File: src/common/dbtp_pkg.sv
// package for the dual byte timer: register map, field layouts and constants
package dbtp_pkg;

  // ==========================================================
  // register indices; byte address is four times the index
  localparam logic [15:0] DBTP_IDX_CTRL = 16'hfe18;
  localparam logic [15:0] DBTP_IDX_PRESC = 16'hfe19;
  localparam logic [15:0] DBTP_IDX_LCNT = 16'hfe1a;
  localparam logic [15:0] DBTP_IDX_HCNT = 16'hfe1b;
  localparam logic [15:0] DBTP_IDX_LDATA = 16'hfe1c;
  localparam logic [15:0] DBTP_IDX_HDATA = 16'hfe1d;
  localparam logic [15:0] DBTP_IDX_EVSEL = 16'hfe1e;

  // ==========================================================
  // values after reset
  localparam logic [7:0] DBTP_CTRL_RST = 8'h00;
  localparam logic [7:0] DBTP_PRESC_RST = 8'h00;
  localparam logic [7:0] DBTP_DATA_RST = 8'h00;
  localparam logic [7:0] DBTP_CNT_RST = 8'h00;
  localparam logic DBTP_EVSEL_RST = 1'b0;

  // ==========================================================
  // field positions and special values
  localparam int DBTP_EVSEL_BIT = 0;
  localparam logic [7:0] DBTP_DATA_FULL = 8'hff;
  localparam logic [1:0] DBTP_RESP_OKAY = 2'b00;
  localparam logic [1:0] DBTP_RESP_SLVERR = 2'b10;

  // ==========================================================
  // timer_control layout, bit 7 first
  typedef struct packed {
    logic high_run;
    logic low_run;
    logic cascade_select;
    logic pwm_select;
    logic high_zero_flag;
    logic high_irq_enable;
    logic low_zero_flag;
    logic low_irq_enable;
  } dbtp_ctrl_s;

  // prescaler_select layout, bit 7 first
  typedef struct packed {
    logic high_prescale_enable;
    logic [2:0] high_prescale_code;
    logic low_prescale_enable;
    logic [2:0] low_prescale_code;
  } dbtp_presc_s;

  // operating mode, {cascade_select, pwm_select}
  typedef enum logic [1:0] {
    DBTP_MODE0 = 2'b00,
    DBTP_MODE1 = 2'b01,
    DBTP_MODE3 = 2'b11,
    DBTP_MODE2 = 2'b10
  } dbtp_mode_e;

endpackage

File: src/dbtp_timer.sv
// dual byte timer with toggle and pwm outputs behind an axi4-lite slave
// Notes on behaviour
// - low counter counts only while low_run is 1, else held at 0
// - high counter counts only while high_run is 1, else held at 0
// - low counter advances once per low prescaler output pulse only
// - high counter advances once per high prescaler output pulse only
// - low counter clears when stopped and on its match in modes 0 and 2
// - high counter clears when stopped and on its match in modes 0, 2, 3
// - low match buffer follows data while stopped, reloads at zero when running
// - high match buffer follows data while stopped, reloads at zero when running
// - each byte flags its own match on a prescaler output pulse while count equals its buffer
// - low output high while stopped, low while running with data FFH
// - high output high while stopped, low while running with data FFH
// - pwm_select 0: low output toggles on each low match
// - pwm_select 1: low output falls on overflow, rises on match
// - pwm_select 0 or cascade 1: high output toggles on each high match
// - pwm_select 1, cascade 0: high output falls on overflow, rises on match
// - cascade_select 1 makes high byte advance at low byte period
// - high zero flag set on reaching 0 while running, only software clears
// - low zero flag set on reaching 0 while running, only software clears
// - interrupt request when any zero flag and its enable are both 1
// - high prescale: disabled divides by 1, else by 2 to the code plus one
// - low prescale: disabled divides by 1, else by 2 to the code plus one
// - prescaler setting applied while running only when match buffer reloads
// - low source two cycles or events in modes 0, 2; one cycle in 1, 3
// - high source 2 cycles, 1 cycle, low match, low pwm period by mode
// - prescaler cleared when byte stops and when its counter clears
`timescale 1ns/100ps

// ==========================================================
// one timer byte: prescaler, counter, match buffer, wave output
module dbtp_byte
  import dbtp_pkg::*;
(
  input wire logic aclk,
  input wire logic aresetn,
  input wire logic clk_en,
  input wire logic run,
  input wire logic src_tick,
  input wire logic clr_on_match,
  input wire logic pwm_mode,
  input wire logic [7:0] match_data,
  input wire logic [3:0] pre_set,
  output logic [7:0] count,
  output logic match_ev,
  output logic ovf_ev,
  output logic zero_ev,
  output logic wave
);

  logic [7:0] cnt_reg;
  logic [7:0] cnt_next;
  logic [7:0] buf_reg;
  logic [7:0] buf_next;
  logic [7:0] pre_cnt_reg;
  logic [7:0] pre_cnt_next;
  logic [3:0] pre_act_reg;
  logic [3:0] pre_act_next;
  logic wave_reg;
  logic wave_next;
  logic [8:0] pre_span;
  logic [7:0] pre_last;
  logic pre_tick;
  logic clr_hit;
  logic data_full;

  // division: enable 0 gives last count 0, else 2^(code+1)-1
  assign pre_span = 9'h002 << pre_act_reg[2:0];
  assign pre_last = pre_act_reg[3] ? 8'(pre_span - 9'h001) : 8'h00;
  assign pre_tick = run & src_tick & (pre_cnt_reg == pre_last);

  // count events, all single-cycle pulses
  assign match_ev = pre_tick & (cnt_reg == buf_reg);
  assign ovf_ev = pre_tick & (cnt_reg == 8'hff);
  assign clr_hit = match_ev & clr_on_match;
  assign zero_ev = clr_hit | ovf_ev;
  assign data_full = (match_data == DBTP_DATA_FULL);

  // counter next value
  assign cnt_next = !run ? DBTP_CNT_RST :
    zero_ev ? DBTP_CNT_RST :
    pre_tick ? 8'(cnt_reg + 8'h01) : cnt_reg;

  // prescaler counter, restarted on stop and on counter clear
  assign pre_cnt_next = (!run | pre_tick | clr_hit) ? 8'h00 :
    src_tick ? 8'(pre_cnt_reg + 8'h01) : pre_cnt_reg;

  // match buffer and applied prescale follow while stopped
  assign buf_next = (!run | zero_ev) ? match_data : buf_reg;
  assign pre_act_next = (!run | zero_ev) ? pre_set : pre_act_reg;

  // waveform: forced levels first, then pwm or toggle behaviour
  always_comb begin
    wave_next = wave_reg;
    if (!run) begin
      wave_next = 1'b1;
    end else if (data_full) begin
      wave_next = 1'b0;
    end else if (pwm_mode) begin
      if (match_ev) begin
        wave_next = 1'b1;
      end else if (ovf_ev) begin
        wave_next = 1'b0;
      end
    end else if (match_ev) begin
      wave_next = ~wave_reg;
    end
  end

  // byte state
  always_ff @(posedge aclk) begin
    if (!aresetn) begin
      cnt_reg <= DBTP_CNT_RST;
      buf_reg <= DBTP_DATA_RST;
      pre_cnt_reg <= 8'h00;
      pre_act_reg <= 4'h0;
      wave_reg <= 1'b1;
    end else if (clk_en) begin
      cnt_reg <= cnt_next;
      buf_reg <= buf_next;
      pre_cnt_reg <= pre_cnt_next;
      pre_act_reg <= pre_act_next;
      wave_reg <= wave_next;
    end
  end

  assign count = cnt_reg;
  assign wave = wave_reg;

endmodule

// ==========================================================
// top: registers, axi4-lite slave, source selection, interrupt
module dbtp_timer
  import dbtp_pkg::*;
#(
  parameter int ADDR_W = 32
)
(
  input wire logic aclk,
  input wire logic aresetn,
  input wire logic clk_en,
  input wire logic event_input,
  input wire logic [ADDR_W-1:0] s_axi_awaddr,
  input wire logic [2:0] s_axi_awprot,
  input wire logic s_axi_awvalid,
  output logic s_axi_awready,
  input wire logic [31:0] s_axi_wdata,
  input wire logic [3:0] s_axi_wstrb,
  input wire logic s_axi_wvalid,
  output logic s_axi_wready,
  output logic [1:0] s_axi_bresp,
  output logic s_axi_bvalid,
  input wire logic s_axi_bready,
  input wire logic [ADDR_W-1:0] s_axi_araddr,
  input wire logic [2:0] s_axi_arprot,
  input wire logic s_axi_arvalid,
  output logic s_axi_arready,
  output logic [31:0] s_axi_rdata,
  output logic [1:0] s_axi_rresp,
  output logic s_axi_rvalid,
  input wire logic s_axi_rready,
  output logic low_wave_out,
  output logic high_wave_out,
  output logic irq_out
);

  // elaboration check: the register decode needs address bits 17..2
  if (ADDR_W < 18) begin : g_addr_check
    $error("ADDR_W too narrow for the register map");
  end

  // ==========================================================
  // register and bus state
  dbtp_ctrl_s ctrl_reg;
  dbtp_ctrl_s ctrl_next;
  dbtp_presc_s presc_reg;
  logic [7:0] ldata_reg;
  logic [7:0] hdata_reg;
  logic evsel_reg;
  logic irq_reg;
  logic half_reg;
  logic ev_s1_reg;
  logic ev_s2_reg;
  logic ev_s3_reg;
  logic aw_rdy_reg;
  logic w_rdy_reg;
  logic aw_got_reg;
  logic w_got_reg;
  logic [15:0] aw_idx_reg;
  logic [7:0] w_data_reg;
  logic w_lane_reg;
  logic bvalid_reg;
  logic [1:0] bresp_reg;
  logic ar_rdy_reg;
  logic rvalid_reg;
  logic [31:0] rdata_reg;
  logic [1:0] rresp_reg;

  // ==========================================================
  // write channel handshakes; address and data in either order
  logic aw_take;
  logic w_take;
  logic aw_have;
  logic w_have;
  logic do_write;
  logic [15:0] wr_idx;
  logic [7:0] wr_data;
  logic wr_lane;
  logic aw_got_next;
  logic w_got_next;
  logic bvalid_next;
  logic wr_hit;

  assign aw_take = s_axi_awvalid & aw_rdy_reg;
  assign w_take = s_axi_wvalid & w_rdy_reg;
  assign aw_have = aw_got_reg | aw_take;
  assign w_have = w_got_reg | w_take;
  assign do_write = aw_have & w_have & ~bvalid_reg;
  assign wr_idx = aw_take ? s_axi_awaddr[17:2] : aw_idx_reg;
  assign wr_data = w_take ? s_axi_wdata[7:0] : w_data_reg;
  assign wr_lane = w_take ? s_axi_wstrb[0] : w_lane_reg;
  assign aw_got_next = aw_have & ~do_write;
  assign w_got_next = w_have & ~do_write;
  assign bvalid_next = (bvalid_reg & ~s_axi_bready) | do_write;

  // write decode; byte lane 0 carries every register
  logic wr_ctrl;
  logic wr_presc;
  logic wr_ldata;
  logic wr_hdata;
  logic wr_evsel;
  logic wr_en;

  assign wr_en = do_write & wr_lane;
  assign wr_ctrl = wr_en & (wr_idx == DBTP_IDX_CTRL);
  assign wr_presc = wr_en & (wr_idx == DBTP_IDX_PRESC);
  assign wr_ldata = wr_en & (wr_idx == DBTP_IDX_LDATA);
  assign wr_hdata = wr_en & (wr_idx == DBTP_IDX_HDATA);
  assign wr_evsel = wr_en & (wr_idx == DBTP_IDX_EVSEL);
  assign wr_hit = (wr_idx == DBTP_IDX_CTRL) | (wr_idx == DBTP_IDX_PRESC) |
    (wr_idx == DBTP_IDX_LCNT) | (wr_idx == DBTP_IDX_HCNT) |
    (wr_idx == DBTP_IDX_LDATA) | (wr_idx == DBTP_IDX_HDATA) |
    (wr_idx == DBTP_IDX_EVSEL);

  // ==========================================================
  // read channel and read data selection
  logic ar_take;
  logic rvalid_next;
  logic [15:0] rd_idx;
  logic [7:0] rd_byte;
  logic rd_hit;
  logic [7:0] low_count;
  logic [7:0] high_count;

  assign ar_take = s_axi_arvalid & ar_rdy_reg;
  assign rvalid_next = (rvalid_reg & ~s_axi_rready) | ar_take;
  assign rd_idx = s_axi_araddr[17:2];
  assign rd_hit = (rd_idx == DBTP_IDX_CTRL) | (rd_idx == DBTP_IDX_PRESC) |
    (rd_idx == DBTP_IDX_LCNT) | (rd_idx == DBTP_IDX_HCNT) |
    (rd_idx == DBTP_IDX_LDATA) | (rd_idx == DBTP_IDX_HDATA) |
    (rd_idx == DBTP_IDX_EVSEL);
  assign rd_byte = (rd_idx == DBTP_IDX_CTRL) ? 8'(ctrl_reg) :
    (rd_idx == DBTP_IDX_PRESC) ? 8'(presc_reg) :
    (rd_idx == DBTP_IDX_LCNT) ? low_count :
    (rd_idx == DBTP_IDX_HCNT) ? high_count :
    (rd_idx == DBTP_IDX_LDATA) ? ldata_reg :
    (rd_idx == DBTP_IDX_HDATA) ? hdata_reg :
    (rd_idx == DBTP_IDX_EVSEL) ? {7'h00, evsel_reg} : 8'h00;

  // ==========================================================
  // count sources
  logic ev_edge;
  logic low_src;
  logic high_src;
  logic low_match;
  logic low_ovf;
  logic low_zero;
  logic high_zero;
  logic low_wave;
  logic high_wave;
  dbtp_mode_e mode;

  assign mode = dbtp_mode_e'({ctrl_reg.cascade_select, ctrl_reg.pwm_select});
  assign ev_edge = ev_s2_reg & ~ev_s3_reg; // rising edge of synced event pin

  // low source: half rate or events in toggle modes, full rate in pwm
  assign low_src = ctrl_reg.pwm_select ? 1'b1 :
    (evsel_reg ? ev_edge : half_reg);

  // high source chosen by mode; cascade uses low byte events
  always_comb begin
    case (mode)
      DBTP_MODE0: high_src = half_reg;
      DBTP_MODE1: high_src = 1'b1;
      DBTP_MODE2: high_src = low_match;
      DBTP_MODE3: high_src = low_ovf;
      default: high_src = 1'b0;
    endcase
  end

  // ==========================================================
  // the two timer bytes
  dbtp_byte u_low (
    .aclk(aclk),
    .aresetn(aresetn),
    .clk_en(clk_en),
    .run(ctrl_reg.low_run),
    .src_tick(low_src),
    .clr_on_match(~ctrl_reg.pwm_select),
    .pwm_mode(ctrl_reg.pwm_select),
    .match_data(ldata_reg),
    .pre_set({presc_reg.low_prescale_enable, presc_reg.low_prescale_code}),
    .count(low_count),
    .match_ev(low_match),
    .ovf_ev(low_ovf),
    .zero_ev(low_zero),
    .wave(low_wave)
  );

  dbtp_byte u_high (
    .aclk(aclk),
    .aresetn(aresetn),
    .clk_en(clk_en),
    .run(ctrl_reg.high_run),
    .src_tick(high_src),
    .clr_on_match(~(ctrl_reg.pwm_select & ~ctrl_reg.cascade_select)),
    .pwm_mode(ctrl_reg.pwm_select & ~ctrl_reg.cascade_select),
    .match_data(hdata_reg),
    .pre_set({presc_reg.high_prescale_enable, presc_reg.high_prescale_code}),
    .count(high_count),
    .match_ev(),
    .ovf_ev(),
    .zero_ev(high_zero),
    .wave(high_wave)
  );

  // control register: software write, then hardware sets win
  always_comb begin
    ctrl_next = wr_ctrl ? dbtp_ctrl_s'(wr_data) : ctrl_reg;
    if (high_zero) begin
      ctrl_next.high_zero_flag = 1'b1;
    end
    if (low_zero) begin
      ctrl_next.low_zero_flag = 1'b1;
    end
  end

  // ==========================================================
  // registers, synchroniser and divide-by-two
  always_ff @(posedge aclk) begin
    if (!aresetn) begin
      ctrl_reg <= dbtp_ctrl_s'(DBTP_CTRL_RST);
      presc_reg <= dbtp_presc_s'(DBTP_PRESC_RST);
      ldata_reg <= DBTP_DATA_RST;
      hdata_reg <= DBTP_DATA_RST;
      evsel_reg <= DBTP_EVSEL_RST;
      half_reg <= 1'b0;
      ev_s1_reg <= 1'b0;
      ev_s2_reg <= 1'b0;
      ev_s3_reg <= 1'b0;
      irq_reg <= 1'b0;
    end else if (clk_en) begin
      ctrl_reg <= ctrl_next;
      if (wr_presc) begin
        presc_reg <= dbtp_presc_s'(wr_data);
      end
      if (wr_ldata) begin
        ldata_reg <= wr_data;
      end
      if (wr_hdata) begin
        hdata_reg <= wr_data;
      end
      if (wr_evsel) begin
        evsel_reg <= wr_data[DBTP_EVSEL_BIT];
      end
      half_reg <= ~half_reg; // two-cycle tick
      ev_s1_reg <= event_input;
      ev_s2_reg <= ev_s1_reg;
      ev_s3_reg <= ev_s2_reg;
      irq_reg <= (ctrl_next.high_zero_flag & ctrl_next.high_irq_enable) |
        (ctrl_next.low_zero_flag & ctrl_next.low_irq_enable);
    end
  end

  // ==========================================================
  // axi write side
  always_ff @(posedge aclk) begin
    if (!aresetn) begin
      aw_rdy_reg <= 1'b0;
      w_rdy_reg <= 1'b0;
      aw_got_reg <= 1'b0;
      w_got_reg <= 1'b0;
      aw_idx_reg <= 16'h0000;
      w_data_reg <= 8'h00;
      w_lane_reg <= 1'b0;
      bvalid_reg <= 1'b0;
      bresp_reg <= DBTP_RESP_OKAY;
    end else if (clk_en) begin
      aw_got_reg <= aw_got_next;
      w_got_reg <= w_got_next;
      aw_rdy_reg <= ~aw_got_next & ~bvalid_next;
      w_rdy_reg <= ~w_got_next & ~bvalid_next;
      if (aw_take) begin
        aw_idx_reg <= s_axi_awaddr[17:2];
      end
      if (w_take) begin
        w_data_reg <= s_axi_wdata[7:0];
        w_lane_reg <= s_axi_wstrb[0];
      end
      bvalid_reg <= bvalid_next;
      if (do_write) begin
        bresp_reg <= wr_hit ? DBTP_RESP_OKAY : DBTP_RESP_SLVERR;
      end
    end
  end

  // axi read side
  always_ff @(posedge aclk) begin
    if (!aresetn) begin
      ar_rdy_reg <= 1'b0;
      rvalid_reg <= 1'b0;
      rdata_reg <= 32'h0000_0000;
      rresp_reg <= DBTP_RESP_OKAY;
    end else if (clk_en) begin
      rvalid_reg <= rvalid_next;
      ar_rdy_reg <= ~rvalid_next;
      if (ar_take) begin
        rdata_reg <= {24'h00_0000, rd_byte};
        rresp_reg <= rd_hit ? DBTP_RESP_OKAY : DBTP_RESP_SLVERR;
      end
    end
  end

  // outputs, all from flip-flops
  assign s_axi_awready = aw_rdy_reg;
  assign s_axi_wready = w_rdy_reg;
  assign s_axi_bvalid = bvalid_reg;
  assign s_axi_bresp = bresp_reg;
  assign s_axi_arready = ar_rdy_reg;
  assign s_axi_rvalid = rvalid_reg;
  assign s_axi_rdata = rdata_reg;
  assign s_axi_rresp = rresp_reg;
  assign low_wave_out = low_wave;
  assign high_wave_out = high_wave;
  assign irq_out = irq_reg;

endmodule

File: config.mk
export PLATFORM = sky130hd
export DESIGN_NAME = dbtp_timer
export DESIGN_NICKNAME = d
export VERILOG_FILES = /design/src/common/dbtp_pkg.sv /design/src/dbtp_timer.sv
export SDC_FILE = /design/constraint.sdc
export NUM_CORES = 1
export LEC_CHECK = 0
export ABC_AREA = 1
export BUFFER_PORTS_ARGS = -buffer_cell sky130_fd_sc_hd__buf_2
export CAP_MARGIN = 10
export CELL_PAD_IN_SITES_DETAIL_PLACEMENT = 1
export CELL_PAD_IN_SITES_GLOBAL_PLACEMENT = 1
export CORE_MARGIN = 4
export CORE_UTILIZATION = 40
export CTS_BUF_LIST = sky130_fd_sc_hd__clkbuf_8
export DETAILED_ROUTE_END_ITERATION = 7
export PLACE_DENSITY = 0.91
export SETUP_SLACK_MARGIN = 0.02
export SLEW_MARGIN = 40
export SYNTH_ARGS = -nofsm -noshare
export SYNTH_HDL_FRONTEND = slang
export SYNTH_SLANG_ARGS = --single-unit
File: constraint.sdc
create_clock -name aclk -period 2.4 [get_ports aclk]
set_clock_uncertainty 0.1 [all_clocks]
set_input_delay 0.12 -clock aclk [delete_from_list [all_inputs] [get_ports aclk]]
set_output_delay 0.12 -clock aclk [all_outputs]
set_load 0.03 [all_outputs]
* Word-level counts from Yosys, hierarchy flattened
Cells that the tools add are included.
Storage, ports and cells: register bits after elaboration 140, input port bits 115, output and inout port bits 44, logic and storage cells 215
Operators by class: $add $sub $neg 6, eq/ne operators 31, shift-type cells 2, multiplexer cells 42, bitwise gates (word level) 71, reductions and logical operators 20
Operators with widths (count):
- $eq A16 B16 Y1 const B | 14
- $mux W8 | 19
- $add A8 B1 Y8 const B | 4
- $eq A8 B8 Y1 | 4
- $eq A8 B8 Y1 const B | 4
- $and A1 B1 Y1 | 31
- $reduce_and A2 Y1 | 13
- $or A1 B1 Y1 | 25
- $mux W1 | 18
- $mux W16 | 1
- $shl A2 B3 Y8 const A | 2
- $sub A8 B1 Y8 const B | 2
- $not A1 Y1 | 15
- $ne A4 B1 Y1 const B | 3
- $ne A3 B1 Y1 const B | 2
- $reduce_and A3 Y1 | 2
- $eq A2 B2 Y1 const B | 2
- $mux W2 | 2
- $mux W4 | 1
- $ne A4 B2 Y1 const B | 1
- $pmux W1 S4 | 1
- $reduce_bool A2 Y1 | 2
- $eq A2 B1 Y1 const B | 1
- $logic_not A1 Y1 | 2
- $logic_not A2 Y1 | 1

* Logic depth before layout (Yosys ltp)
depth after elaboration 16, gate-level depth with buffers 20, depth with buffers taken out 18

* Cells and area by module
A second synthesis with hierarchy kept.
Second synthesis, totals: cell total of the unflattened synthesis 1329, area, all modules 8613.3 µm²
Modules (own cells, without submodules):
- dbtp_timer | times used 1, cells each 711, area each 4709.5 µm², sequential area each 1601.5 µm²
- dbtp_byte | times used 2, cells each 309, area each 1951.9 µm², sequential area each 580.6 µm²

* Least setup slack after synthesis
OpenSTA, ideal clock, no wires.
path kind flip-flop to flip-flop, start register aw_rdy_reg (netlist: s_axi_awready), end register ldata_reg[1], setup time 0.120 ns, data arrival time 2.133 ns, required time 2.180 ns, path slack 0.047 ns, cell stages (with the launch flop) 13, buffers on the path 1, clock period less this slack 2.353 ns, path through dfxtp_1 nand2_1 buf_2 inv_1 nor2_1 nor3_1 inv_1 nor2_1 inv_1 nor3_4 clkinv_1 o21ai_0 a21oi_1
Between the ends: cells in the longest elaborated chain, start to end 7, elaborated cells between the ends (all ways) 9, those cells by class eq/ne (1); mux (1); bitwise (6); reduce/logical (1)
RTL lines:
- start: declaration | RTL line dbtp_timer.sv:186 | logic aw_rdy_reg;
- start signal: assignment | RTL line dbtp_timer.sv:402 | aw_rdy_reg <= ~aw_got_next & ~bvalid_next;
- $and A1 B1 Y1 * | RTL line dbtp_timer.sv:215 | assign aw_take = s_axi_awvalid & aw_rdy_reg;
- $or A1 B1 Y1 | RTL line dbtp_timer.sv:217 | assign aw_have = aw_got_reg | aw_take;
- $and A1 B1 Y1 (2 in a row) | RTL line dbtp_timer.sv:219 | assign do_write = aw_have & w_have & ~bvalid_reg;
- $and A1 B1 Y1 | RTL line dbtp_timer.sv:235 | assign wr_en = do_write & wr_lane;
- $and A1 B1 Y1 * | RTL line dbtp_timer.sv:238 | assign wr_ldata = wr_en & (wr_idx == DBTP_IDX_LDATA);
- $reduce_and A2 Y1 (no line) *
- end signal: assignment | RTL line dbtp_timer.sv:369 | ldata_reg <= wr_data;
- end: declaration | RTL line dbtp_timer.sv:178 | logic [7:0] ldata_reg;
Mark *: on every way between the ends. The rest lies on a longest branch, timed or not. A chain may end at the register's enable or synchronous reset.

* Worst setup path in the final report
start register u_low.cnt_reg[5] (netlist: u_low.count[5]), end register irq_reg (netlist: irq_out)
Between the ends: cells in the longest elaborated chain, start to end 11, elaborated cells between the ends (all ways) 18, those cells by class eq/ne (2); mux (3); bitwise (13)
RTL lines:
- start: declaration | RTL line dbtp_timer.sv:51 | logic [7:0] cnt_reg;
- start signal: assignment | RTL line dbtp_timer.sv:119 | cnt_reg <= cnt_next;
- $eq A8 B8 Y1 (on tied branches) | RTL line dbtp_timer.sv:74, dbtp_timer.sv:73
- $and A1 B1 Y1 (on tied branches) | RTL line dbtp_timer.sv:74, dbtp_timer.sv:73
- $pmux W1 S4 | RTL line dbtp_timer.sv:293 | case (mode)
- $and A1 B1 Y1 (2 in a row) | RTL line dbtp_timer.sv:70 | assign pre_tick = run & src_tick & (pre_cnt_reg == pre_last);
- $and A1 B1 Y1 | RTL line dbtp_timer.sv:73 | assign match_ev = pre_tick & (cnt_reg == buf_reg);
- $and A1 B1 Y1 | RTL line dbtp_timer.sv:75 | assign clr_hit = match_ev & clr_on_match;
- $or A1 B1 Y1 | RTL line dbtp_timer.sv:76 | assign zero_ev = clr_hit | ovf_ev;
- $mux W1 | RTL line dbtp_timer.sv:341 | if (high_zero) begin
- $and A1 B1 Y1 | RTL line dbtp_timer.sv:381 | irq_reg <= (ctrl_next.high_zero_flag & ctrl_next.high_irq_enable) |
- $or A1 B1 Y1 * | RTL line dbtp_timer.sv:381
- end signal: assignment | RTL line dbtp_timer.sv:381
- end: declaration | RTL line dbtp_timer.sv:181 | logic irq_reg;
Marked as above.

==> reports/metrics.csv <==
metric;value;unit
gp_congestion;0.874;
yosysMostFrequentCell;nand2_1;
p_per_area;546;mW/mm2
cpMaxStageDelayCell;dfxtp_1;
tightest_slew;0.691;ns
start_kind;register;
largest_reg_flops;16;
crit_start;u_low.count[5];
timing.final.crit_period;2.74;ns
drc;0;
setup_ws;-0.337;ns
viasPerCell;5.74;
peakVddDrop;370;uV
final_area;0.00938;mm2
grt_pass1_wl;41800;um
drt_first_pass_iters;5;
h-tree-depth;4;
grt_max_degree;69;
crit_path_cell_trace;xor2_1 > nor2_1 > nand2_1 > nor2_1 > nand4_1 > nand3_4 > nand4_1 > buf_4 > nand3b_1 > nand2_1 > a21oi_2;
final_max_slew_viol_count;0;
dpl-instance-area;0.00811;mm2
cts_buffers;17;
required;2.72;ns
rsz0062_at_grt;yes;
yosys_most_used_dff;dfxtp_1;
worstSetupEndpointType;register;
reg2reg_slack;-0.34;ns
insertion_delay;0.49;ns
diodes;0;
postRouteAntennaNets;0;
initial_core_util;40.7;%
r2r_start;u_low.count[5];
max_stage_delay;0.50;ns
clock_tree.buffer_depth;2;
synth_largest_area_cell;dfxtp_1;
synthTopCellsByArea;dfxtp_1, nand2_1, a21oi_1, nor2_1, inv_1;
yosysUniqueCellTypes;50;
outcome;finished with violations;
min_path_type;input pin to register;
grt_antenna_before_repair;0;
grt_pass1_vias;8154;
dr_wl_met2;15800;um
die_w;143;um
leakage;3.89;nW
final_nets;1327;
fillers;2274;
r2r-end;irq_out;
drive_gt1_share;24.0;%
drt_iter0_drc;686;
grt_usage;25.7;%
port_buffers;67;
highest_layer;met4;
synth_top_area_share;37.7;%
final-hold-violation-count;0;
crit_type;register to register;
ff2ff_path_depth;11;
via_count;8317;
path_buf_inv;1;
ys_seq_elements;138;
cp_num_cells;11;
drv_cap;0;
wl_per_cell;21.2;um
async_reset_ff_share;0;%
regArea;0.00278;mm2
cp_top_family;simple AND/OR/NAND/NOR gates;
netlist_instances;1062;
synth_area;0.00733;mm2
hpwl;17700;um
drt-total-wl;30700;um
cp_max_fo;5;
syn_area_per_cell;6.91;um2
synth_common_cells;nand2_1, dfxtp_1, nor2_1, inv_1, a21oi_1;
fp.dieH;143;um
syn_to_final_growth;27.9;%
cp.arrival;3.06;ns
synth_edf_count;0;
wl_met1;11500;um
io_pins;159;
core;0.0180;mm2
cts.sinks;138;
gr-total-overflow;0;
core.rowCount;49;
path_clk_slew;0.09;ns
setup_viol;58;
root_buffer;clkbuf_8;
critPathCapture;irq_out;
fmax;0.365;GHz
period_share;114;%
yosys_warnings;0;
hold_ws;0.0276;ns
seq_area_frac_synth;37.7;%
multi_input_area;0.00417;mm2
cts_tree;done;
die_area;0.0206;mm2
relSlewSlack;53.9;%
dr_wl_met3;2030;um
failed_checks;setup timing;
## worst reg2reg max path, cell delays in order (launching register included)
cell and delay [ns]:
dfxtp_1 0.50, xor2_1 0.14, nor2_1 0.16, nand2_1 0.09, nor2_1 0.29, nand4_1 0.21
nand3_4 0.17, nand4_1 0.25, buf_4 0.24, nand3b_1 0.24, nand2_1 0.14, a21oi_2 0.17
## through the flow
step	TNS (ns)	utilization, %	power [mW]	worst slack (ns)	instances
final	-8.79	52.0	5.12	-0.337	1448
after global placement	-0.0480	45.0	2.97	-0.0100	1373
after global routing	-15.01	52.0	5.27	-0.403	1448
after floorplan	0	-	2.84	0.0473	1087
after detailed placement	-1.77	45.0	3.00	-0.0880	1373
after CTS	0	48.8	4.98	0.00245	1424
## layout by cell type (no fill, tap or decap), types with 4 or more instances in the layout
| cell type | n |
|---|---|
| nor2_4 | 7 |
| a21oi_1 | 98 |
| o2111ai_1 | 7 |
| dlygate4sd3_1 | 20 |
| clkbuf_8 | 17 |
| buf_6 | 10 |
| inv_1 | 129 |
| inv_2 | 8 |
| buf_2 | 67 |
| dfxtp_1 | 128 |
| nand4_1 | 23 |
| nor3_1 | 16 |
| clkinvlp_4 | 4 |
| nand3_1 | 36 |
| a211oi_1 | 21 |
| nor3b_1 | 5 |
| nand2_1 | 150 |
| a21oi_2 | 4 |
| o21ai_0 | 74 |
| mux2i_1 | 4 |
| o22ai_1 | 10 |
| nor2_2 | 12 |
| xor2_1 | 23 |
| nor4_1 | 10 |
| o21ai_1 | 4 |
| dfxtp_2 | 8 |
| nor2_1 | 118 |
| nand2_4 | 6 |
| o21ai_2 | 4 |
| nand3_2 | 16 |
| or2_2 | 9 |
| conb_1 | 26 |
| xnor2_1 | 8 |
| nand3_4 | 4 |
| buf_4 | 57 |
| nand2_2 | 21 |
## cell type report
| cell class | instances | share of cell area (%) |
|---|---|---|
| repair inverters | 2 | 0.147 |
| well taps | 229 | 3.05 |
| clock inverters | 13 | 1.64 |
| clock buffers | 17 | 2.49 |
| flip-flops and latches | 138 | 29.6 |
| inverters | 142 | 5.91 |
| repair buffers | 159 | 12.6 |
| multi-input cells | 748 | 44.5 |
## kinds of logic (layout without fill, tap and decap cells)
logic type | after synthesis | after routing | share of synthesized area [%]
other | 1 | 26 | 0.0511
adders and majority gates | 4 | 4 | 0.683
DFF | 138 | 138 | 37.7
and+or+nand+nor | 445 | 446 | 27.1
AOI/OAI and AO/OA | 236 | 236 | 18.1
buffers and inverters | 202 | 333 | 12.1
xor gates and xnor gates | 32 | 32 | 3.82
muxes | 4 | 4 | 0.546
## metal layers
layer	vias up	global-route usage [%]
met2	402	46.9
li1	3758	-
met4	0	8.23
met5	-	0
met1	4035	30.4
met3	122	4.59
## worst min-delay path by stage
stage | endpoint | depth (start not counted) | startpoint
after global routing | w_data_reg[0] | 4 | s_axi_wdata[0]
final | s_axi_rresp[1] | 5 | s_axi_arvalid
after CTS | w_data_reg[1] | 3 | s_axi_wdata[1]
after global placement | ev_s1_reg | 3 | event_input
after detailed placement | ev_s1_reg | 3 | event_input
after floorplan | ev_s1_reg | 2 | event_input
## report_power, final
group          switching (mW)  internal [mW]  leakage (nW)
clock                    1.02           1.01         0.200
sequential             0.0633           2.35          1.13
combinational           0.448          0.222          2.56
## repair_timing
action / 4_1_cts / 5_1_grt
hold buffers: 20 / 0
endpoints found under the hold margin: 23 / 0
buffers inserted: 1 / 18
pin swaps: 7 / 42
gates cloned: 0 / 6
setup endpoints to repair: 56 / 84
resized for setup: 30 / 100
(Power assumes the default switching activity.)
